$ cat src/hdl/fsl_pkg.sv
// Function
// Firmware write needs write-enable bit set
// Firmware erase needs write and erase enables
// Lock byte is last user flash byte
// Complement of lock byte locks pages 0..n-1
// Lock-byte page locked when any page locked
// Value 0x80 locks whole largest flash
// Unlocked ordinary pages open to everyone
// Locked pages: debug refused, unlocked firmware resets
// Locked lock page: same three-way check
// Lock byte reads follow same three-way check
// Unlocked: debug may erase lock page; firmware resets
// Debug device erase clears all, unlocks
// Written lock byte is frozen; firmware resets
// Reserved area: debug refused, firmware resets
// Flash error flag survives its reset
// Prohibited debug requests ignored without reset
// New lock byte applies after next reset
// Two keys in order arm one modification
// Page erase sets page bytes to ones
// Firmware locality judged by instruction address
package fsl_pkg;

    localparam int          ADDR_W       = 17;
    localparam int          PAGE_SHIFT   = 10;
    localparam int          PAGE_W       = ADDR_W - PAGE_SHIFT;
    localparam int          USER_PAGES   = 128;
    localparam logic [7:0]  LOCK_ERASED  = 8'hff;
    localparam logic [7:0]  LOCK_ALL     = 8'h00;
    localparam logic [7:0]  KEY_FIRST    = 8'ha5;
    localparam logic [7:0]  KEY_SECOND   = 8'hf1;

    // Register byte offsets
    localparam logic [7:0]  OFS_CTRL     = 8'h00;
    localparam logic [7:0]  OFS_KEY      = 8'h04;
    localparam logic [7:0]  OFS_CAUSE    = 8'h08;
    localparam logic [7:0]  OFS_STATUS   = 8'h0c;

    // Field positions
    localparam int          BIT_WR_EN    = 0;
    localparam int          BIT_ER_EN    = 1;
    localparam int          BIT_FERR     = 6;
    localparam int          BIT_ARMED    = 8;
    localparam int          BIT_DEAD     = 9;
    localparam logic [1:0]  CTRL_RESET   = 2'h0;

    typedef enum logic [1:0] {
        FSL_READ,
        FSL_WRITE,
        FSL_ERASE,
        FSL_DEV_ERASE
    } fsl_op_e;

    typedef enum logic {
        FSL_SRC_FW,
        FSL_SRC_DBG
    } fsl_src_e;

    typedef enum logic [1:0] {
        FSL_GRANT,
        FSL_REFUSE,
        FSL_FERR
    } fsl_verdict_e;

    typedef struct packed {
        fsl_src_e            src;
        fsl_op_e             op;
        logic [ADDR_W-1:0]   addr;
        logic [ADDR_W-1:0]   pc;
        logic [7:0]          wdata;
    } fsl_req_s;

    typedef struct packed {
        fsl_op_e             op;
        logic [ADDR_W-1:0]   addr;
        logic [7:0]          wdata;
    } fsl_cmd_s;

endpackage

$ cat src/hdl/fsl_key_seq.sv
`timescale 1ns/1ps
module fsl_key_seq (
    input  wire logic       hclk,      // System clock
    input  wire logic       hresetn,   // Async reset, active low
    input  wire logic       key_wr,    // Key register written
    input  wire logic [7:0] key_data,  // Written key value
    input  wire logic       op_used,   // Modification consumed the keys
    input  wire logic       op_early,  // Modification tried unarmed
    output logic            armed,     // Both keys seen in order
    output logic            dead       // Locked out until reset
);
    import fsl_pkg::*;

    typedef enum logic [1:0] {
        KS_IDLE,
        KS_HALF,
        KS_ARMED,
        KS_DEAD
    } fsl_key_e;

    fsl_key_e state_q;
    fsl_key_e state_d;

    always_comb begin
        state_d = state_q;
        case (state_q)
            KS_IDLE: begin
                if (op_early) begin
                    state_d = KS_DEAD;
                end else if (key_wr) begin
                    state_d = (key_data == KEY_FIRST) ? KS_HALF : KS_DEAD;
                end
            end
            KS_HALF: begin
                if (op_early) begin
                    state_d = KS_DEAD;
                end else if (key_wr) begin
                    state_d = (key_data == KEY_SECOND) ? KS_ARMED : KS_DEAD;
                end
            end
            KS_ARMED: begin
                if (op_used) begin
                    state_d = KS_IDLE;
                end else if (key_wr) begin
                    state_d = KS_DEAD;
                end
            end
            KS_DEAD: state_d = KS_DEAD;
            default: state_d = KS_DEAD;
        endcase
    end

    always_ff @(posedge hclk or negedge hresetn) begin
        if (!hresetn) begin
            state_q <= KS_IDLE;
        end else begin
            state_q <= state_d;
        end
    end

    assign armed = (state_q == KS_ARMED);
    assign dead  = (state_q == KS_DEAD);

endmodule

$ cat src/hdl/fsl_top.sv
// Chosen here: the register addresses and the AHB-Lite interface to the registers.
`timescale 1ns/1ps
module fsl_top #(
    parameter int USER_PAGES = fsl_pkg::USER_PAGES
) (
    input  wire logic                      hclk,       // System clock
    input  wire logic                      hresetn,    // Device reset, low
    input  wire logic                      por_n,      // Power-on reset, low
    input  wire logic                      hsel,       // AHB select
    input  wire logic [31:0]               haddr,      // AHB address
    input  wire logic [1:0]                htrans,     // AHB transfer type
    input  wire logic                      hwrite,     // AHB write
    input  wire logic [2:0]                hsize,      // AHB size
    input  wire logic [31:0]               hwdata,     // AHB write data
    input  wire logic                      hready,     // AHB bus ready
    output logic [31:0]                    hrdata,     // AHB read data
    output logic                           hreadyout,  // AHB slave ready
    output logic                           hresp,      // AHB response
    input  wire logic                      req_valid,  // Flash request
    input  wire fsl_pkg::fsl_req_s         req,        // Request fields
    input  wire logic [7:0]                lock_mem,   // Array lock byte
    output logic                           rsp_valid,  // Verdict pulse
    output fsl_pkg::fsl_verdict_e          rsp_code,   // Verdict
    output logic                           cmd_valid,  // Array command
    output fsl_pkg::fsl_cmd_s              cmd,        // Command fields
    output logic                           fer_reset,  // Flash error reset
    output logic                           flash_error_flag // Cause flag
);
    import fsl_pkg::*;

    localparam logic [7:0] USER_PG = 8'(USER_PAGES);
    localparam logic [PAGE_W-1:0] LOCK_PAGE = PAGE_W'(USER_PAGES - 1);
    localparam logic [ADDR_W-1:0] LOCK_ADDR =
        ADDR_W'((USER_PAGES << PAGE_SHIFT) - 1);

    function automatic logic page_locked(input logic [PAGE_W-1:0] pg,
                                         input logic [7:0] n);
        logic [7:0] p;
        p = 8'(pg);
        page_locked = (p < n) || ((pg == LOCK_PAGE) && (n != 8'h00));
    endfunction

    // Bus, control and lock state
    logic                   wr_pend_q, wr_pend_d;
    logic                   rd_pend_q, rd_pend_d;
    logic [7:0]             ofs_q, ofs_d;
    logic [31:0]            hrdata_q, hrdata_d;
    logic                   hready_q, hready_d;
    logic [1:0]             ctrl_q, ctrl_d;
    logic [7:0]             lock_q, lock_d;
    logic                   load_q, load_d;
    logic                   rsp_valid_q, rsp_valid_d;
    fsl_verdict_e           rsp_code_q, rsp_code_d;
    logic                   cmd_valid_q, cmd_valid_d;
    fsl_cmd_s               cmd_q, cmd_d;
    logic                   fer_q, fer_d;
    logic                   flag_q, flag_d;

    logic                   key_wr;
    logic                   key_armed;
    logic                   key_dead;
    logic                   op_used;
    logic                   op_early;
    logic [7:0]             n_pages;
    logic                   any_locked;
    logic                   tgt_locked;
    logic                   pc_locked;
    logic                   is_lock_pg;
    logic                   reserved;
    logic                   modify;
    fsl_verdict_e           verdict;
    logic                   addr_take;

    fsl_key_seq u_key (
        .hclk     (hclk),
        .hresetn  (hresetn),
        .key_wr   (key_wr),
        .key_data (hwdata[7:0]),
        .op_used  (op_used),
        .op_early (op_early),
        .armed    (key_armed),
        .dead     (key_dead)
    );

    // Access check
    always_comb begin
        n_pages    = ~lock_q;
        any_locked = (lock_q != LOCK_ERASED);
        tgt_locked = page_locked(req.addr[ADDR_W-1:PAGE_SHIFT],
                                 n_pages);
        pc_locked  = page_locked(req.pc[ADDR_W-1:PAGE_SHIFT],
                                 n_pages);
        is_lock_pg = (req.addr[ADDR_W-1:PAGE_SHIFT] == LOCK_PAGE);
        reserved   = (8'(req.addr[ADDR_W-1:PAGE_SHIFT]) >= USER_PG);
        modify     = (req.op == FSL_WRITE) || (req.op == FSL_ERASE);
        verdict    = FSL_GRANT;
        if (req.op == FSL_DEV_ERASE) begin
            verdict = (req.src == FSL_SRC_DBG) ? FSL_GRANT : FSL_FERR;
        end else if (reserved) begin
            verdict = (req.src == FSL_SRC_DBG) ? FSL_REFUSE
                                               : FSL_FERR;
        end else if (is_lock_pg && req.op == FSL_ERASE) begin
            if (req.src == FSL_SRC_FW) begin
                verdict = FSL_FERR;
            end else if (any_locked) begin
                verdict = FSL_REFUSE;
            end
        end else if (req.op == FSL_WRITE && req.addr == LOCK_ADDR
                     && lock_mem != LOCK_ERASED) begin
            verdict = (req.src == FSL_SRC_DBG) ? FSL_REFUSE
                                               : FSL_FERR;
        end else if (is_lock_pg && any_locked) begin
            if (req.src == FSL_SRC_DBG) begin
                verdict = FSL_REFUSE;
            end else if (!pc_locked) begin
                verdict = FSL_FERR;
            end
        end else if (!is_lock_pg && tgt_locked) begin
            if (req.src == FSL_SRC_DBG) begin
                verdict = FSL_REFUSE;
            end else if (!pc_locked) begin
                verdict = FSL_FERR;
            end
        end
        // Otherwise open to all requesters
        if (verdict == FSL_GRANT && req.src == FSL_SRC_FW && modify) begin
            if (!ctrl_q[BIT_WR_EN]) begin
                verdict = FSL_REFUSE;
            end else if (req.op == FSL_ERASE && !ctrl_q[BIT_ER_EN]) begin
                verdict = FSL_REFUSE;
            end else if (!key_armed) begin
                verdict = FSL_REFUSE;
            end
        end
    end

    always_comb begin
        op_used  = 1'b0;
        op_early = 1'b0;
        if (req_valid && !fer_q && req.src == FSL_SRC_FW && modify &&
            ctrl_q[BIT_WR_EN]) begin
            op_used  = key_armed && (verdict == FSL_GRANT);
            op_early = !key_armed;
        end
    end

    // Request path
    always_comb begin
        rsp_valid_d = 1'b0;
        rsp_code_d  = rsp_code_q;
        cmd_valid_d = 1'b0;
        cmd_d       = cmd_q;
        fer_d       = fer_q;
        lock_d      = lock_q;
        load_d      = 1'b0;
        if (load_q) begin
            lock_d = lock_mem;
        end
        if (req_valid && !fer_q) begin
            rsp_valid_d = 1'b1;
            rsp_code_d  = verdict;
            if (verdict == FSL_GRANT) begin
                cmd_valid_d = 1'b1;
                cmd_d.op    = req.op;
                cmd_d.addr  = req.addr;
                cmd_d.wdata = req.wdata;
                if (req.op == FSL_DEV_ERASE) begin
                    lock_d = LOCK_ERASED;
                end
            end else if (verdict == FSL_FERR) begin
                fer_d = 1'b1;
            end
        end
    end

    always_ff @(posedge hclk or negedge hresetn) begin
        if (!hresetn) begin
            rsp_valid_q <= 1'b0;
            rsp_code_q  <= FSL_GRANT;
            cmd_valid_q <= 1'b0;
            cmd_q       <= '0;
            fer_q       <= 1'b0;
            lock_q      <= LOCK_ALL;
            load_q      <= 1'b1;
        end else begin
            rsp_valid_q <= rsp_valid_d;
            rsp_code_q  <= rsp_code_d;
            cmd_valid_q <= cmd_valid_d;
            cmd_q       <= cmd_d;
            fer_q       <= fer_d;
            lock_q      <= lock_d;
            load_q      <= load_d;
        end
    end

    // Cause flag kept across device reset
    always_comb begin
        flag_d = flag_q;
        if (wr_pend_q && ofs_q == OFS_CAUSE && hwdata[BIT_FERR]) begin
            flag_d = 1'b0;
        end
        if (fer_d && !fer_q) begin
            flag_d = 1'b1;
        end
    end

    always_ff @(posedge hclk or negedge por_n) begin
        if (!por_n) begin
            flag_q <= 1'b0;
        end else begin
            flag_q <= flag_d;
        end
    end

    // AHB-Lite slave
    always_comb begin
        addr_take = hsel && hready && htrans[1];
        wr_pend_d = addr_take && hwrite;
        rd_pend_d = addr_take && !hwrite;
        ofs_d     = addr_take ? haddr[7:0] : ofs_q;
        hready_d  = !(addr_take && !hwrite);
        hrdata_d  = hrdata_q;
        ctrl_d    = ctrl_q;
        key_wr    = 1'b0;
        if (wr_pend_q) begin
            case (ofs_q)
                OFS_CTRL:  ctrl_d = hwdata[1:0];
                OFS_KEY:   key_wr = 1'b1;
                default:   ctrl_d = ctrl_q;
            endcase
        end
        if (rd_pend_q) begin
            hrdata_d = 32'h0000_0000;
            case (ofs_q)
                OFS_CTRL:   hrdata_d[1:0]     = ctrl_q;
                OFS_KEY: begin
                    hrdata_d[BIT_ARMED] = key_armed;
                    hrdata_d[BIT_DEAD]  = key_dead;
                end
                OFS_CAUSE:  hrdata_d[BIT_FERR] = flag_q;
                OFS_STATUS: begin
                    hrdata_d[7:0]  = lock_q;
                    hrdata_d[15:8] = ~lock_q;
                end
                default:    hrdata_d = 32'h0000_0000;
            endcase
        end
    end

    always_ff @(posedge hclk or negedge hresetn) begin
        if (!hresetn) begin
            wr_pend_q <= 1'b0;
            rd_pend_q <= 1'b0;
            ofs_q     <= 8'h00;
            hrdata_q  <= 32'h0000_0000;
            hready_q  <= 1'b1;
            ctrl_q    <= CTRL_RESET;
        end else begin
            wr_pend_q <= wr_pend_d;
            rd_pend_q <= rd_pend_d;
            ofs_q     <= ofs_d;
            hrdata_q  <= hrdata_d;
            hready_q  <= hready_d;
            ctrl_q    <= ctrl_d;
        end
    end

    assign hrdata           = hrdata_q;
    assign hreadyout        = hready_q;
    assign hresp            = 1'b0;
    assign rsp_valid        = rsp_valid_q;
    assign rsp_code         = rsp_code_q;
    assign cmd_valid        = cmd_valid_q;
    assign cmd              = cmd_q;
    assign fer_reset        = fer_q;
    assign flash_error_flag = flag_q;

endmodule

$ cat config.mk
export PLATFORM = sky130hd
export DESIGN_NAME = fsl_top
export DESIGN_NICKNAME = d
export VERILOG_FILES = /design/src/hdl/fsl_pkg.sv /design/src/hdl/fsl_key_seq.sv /design/src/hdl/fsl_top.sv
export SDC_FILE = /design/constraint.sdc
export NUM_CORES = 1
export LEC_CHECK = 0
export BUFFER_PORTS_ARGS = -buffer_cell sky130_fd_sc_hd__buf_2
export CAP_MARGIN = 20
export CORE_MARGIN = 2
export CORE_UTILIZATION = 50
export CTS_BUF_LIST = sky130_fd_sc_hd__clkbuf_8
export DETAILED_ROUTE_END_ITERATION = 16
export PLACE_DENSITY = 0.87
export SLEW_MARGIN = 10
export SYNTH_ARGS = -nofsm -noshare
export SYNTH_HDL_FRONTEND = slang
export SYNTH_SLANG_ARGS = --single-unit
export TNS_END_PERCENT = 5
$ cat constraint.sdc
create_clock -name hclk -period 5.03 [get_ports hclk]
set_clock_uncertainty 0.05 [all_clocks]
set_input_delay 0.503 -clock hclk [delete_from_list [all_inputs] [get_ports hclk]]
set_output_delay 0.503 -clock hclk [all_outputs]
set_load 0.03 [all_outputs]
==> metrics.csv <==
metric,value,unit
status,"complete, no violations",
vias in the first global route,2789,
Slew Limit Fails,0,
drt first pass iters,6,
CP Capture Type,flop,
CTS tree,done,
Iteration-0 DRC Markers,100,
vias,2819,
WHS,216,ps
TNS Setup,0,ps
"area leader, netlist",dfrtp_1,
Core Footprint,7210,sq um
Diodes inserted,0,
WL final,8.14,mm
period utilization,61.6,%
Pint,0.00128,W
cts bufs inserted,9,
"top cells by area, synth","dfrtp_1, mux2_4, mux2_2",
Yosys cell types,48,
RePlAce Congestion,0.781,
Setup Buffers After CTS,0,
htree depth,3,
YS warnings,0,
antenna-violating nets left,0,
post-cts sizing count,0,
share of cells above drive strength 1,42.6,%
synth cell count leaders,"dfrtp_1, mux2_2, mux2_4",
Rel. slew slack,42.3,%
Post-Synthesis Cell Area,3690,sq um
Seq pwr share,40.7,%
Psw,0.000814,W
Clock Sinks,73,
number of synthesized flops with an enable pin,0,
full die area,8090,sq um
routed length per placed instance,15.3,microns
DRC Markers,0,
Clock Power Share,21.7,%
CP required,5220,ps
Initial Util,51.2,%
Fillers,570,
cell leakage power,2.24,nW
# port buffers,116,
minimum clock period,3100,ps
Max stage delay on crit path,500,ps
Crit Path Category,reg2reg,
Max clock buf depth,2,
post-synthesis register bit count,73,
switching share of power,38.8,%
Max Clk Rate,0.323,GHz
Hold Path Class,in2async,
"Core Util, Final",62.1,%
# rows,31,
die height,90.0,microns
worst path cell trace,ha_1 > nand4_2 > nor3_2 > o32ai_1 > o31ai_4 > a2bb2oi_2 > nand3_4 > mux2_4,
first-pass GRT wire length,13.4,mm
CP max-delay cell,dfrtp_1,
critical path's top delay family,simple AND/OR/NAND/NOR gates,
vias per std cell,5.31,
largest net degree at the start of global routing,73,
Worst Reg-to-Reg Cells,8,
fin nets,571,
Design Power,0.00210,W
Mapped Cells,309,
Yosys top cell area share,48.1,%
antenna violations before repair,0,
Max Cap Viol,0,
DP HPWL,5.89,mm
clock root buffer,clkbuf_8,
width of the die,90.0,microns
clk_lat worst skew,350,ps
Mean Syn Cell Area,12.0,sq um
Area Growth Syn to Fin,21.2,%
largest fanout on the critical path,36,
CP arrival,3290,ps
total track usage,20.7,%
Post-synth ARST share,100,%
Power Density,469,nW/um^2
"Clk pin slew, worst setup/hold paths",80,ps
combinational share of power,37.5,%
# IOs,196,
hold_buf cts,1,
worst vdd ir,0.000206,V
final hold vios,0,
grt total ovfl,0,
most frequent cell after synthesis,dfrtp_1,
top_reg_cell synth,dfrtp_1,
"Buf+Inv Stages, Crit Path",0,
Worst Tran Pin Value,866,ps
RSZ-0062 raised after global routing,no,
setup violators final,0,
crit path launch type,flop,
register area share after synthesis,49.5,%
Crit path depth,8,
## power groups by stage
stage                     Sequential, W  Clock (W)  Combinational, W
after detailed placement       0.000865          0          0.000790
after global routing           0.000878   0.000488          0.000835
final                          0.000855   0.000457          0.000787
after CTS                      0.000855   0.000466          0.000794
after global placement         0.000851          0          0.000777
after floorplan                 0.00111          0          0.000316
## path summary, 6_finish.rpt
kind	endpoint	start	slack (ps)
worst max register to register	cmd[20]	lock_q[6]	1930
min in group hclk	ofs_q[1]	haddr[1]	330
worst max-delay path	cmd[20]	lock_q[6]	1930
worst min-delay path	hrdata[15]	hresetn	220
worst min register to register	cmd[24]	cmd[24]	450
max in group asynchronous	cmd[17]	hresetn	4160
## layout by cell type, fill, tap and decap left out, types with 9 or more instances in the layout
master | netlist | final
nor2_1 | 17 | 17
a21oi_1 | 9 | 9
mux2i_1 | 10 | 10
o21ai_0 | 17 | 17
clkbuf_8 | 0 | 9
conb_1 | 1 | 18
ha_1 | 15 | 15
dfrtp_1 | 71 | 71
mux2_4 | 21 | 21
nand3_1 | 12 | 12
nand4_1 | 9 | 9
inv_1 | 18 | 18
mux2_2 | 22 | 22
buf_2 | 1 | 115
## metrics by stage
stage,worst slack (ps),std cells,instance area (sq um)
final,1930,531,4480
after global routing,1770,531,4480
after CTS,1940,531,4480
after detailed placement,1820,514,4280
after global placement,1890,514,4280
after floorplan,2500,326,3760
## metal layers
metal / vias to the layer above / wire length, microns / GRT usage (%)
met1: 1364 / 3540 / 26.8
met4: 0 / 148 / 7.95
met5: - / 0 / 0
li1: 1302 / - / -
met2: 134 / 3860 / 33.7
met3: 19 / 592 / 5.20
## cells by family after synthesis
logic type	share of synthesized area, %
compound gates	9.45
fa+ha+maj	5.08
buf+inv	6.94
flops	49.5
mux	17.9
other cells	0.101
simple gates	11.0
## flip-flops by register name (all words and copies together) (netlist names), 2 cells and up
name,count
hrdata,16
lock_q,8
u_key.state_q,2
ofs_q,8
cmd,27
ctrl_q,2
rsp_code,2
## worst register-to-register path: cells and delay by family (launching register included)
kind	cells	cell delay [ps]
AOI/OAI and AO/OA	3	740
and+or+nand+nor	3	810
adders and majority gates	1	360
DFF	1	500
muxes	1	520
## final cells by class
| class | instances | area, sq um | area share (%) |
|---|---|---|---|
| flip-flops and latches | 73 | 1830 | 40.8 |
| inverters | 18 | 67.6 | 1.51 |
| well taps | 99 | 124 | 2.77 |
| clock buffers | 9 | 124 | 2.77 |
| multi-input cells | 208 | 1670 | 37.3 |
| clock inverters | 7 | 68.8 | 1.54 |
| repair buffers | 117 | 593 | 13.2 |
(Power assumes the default switching activity.)
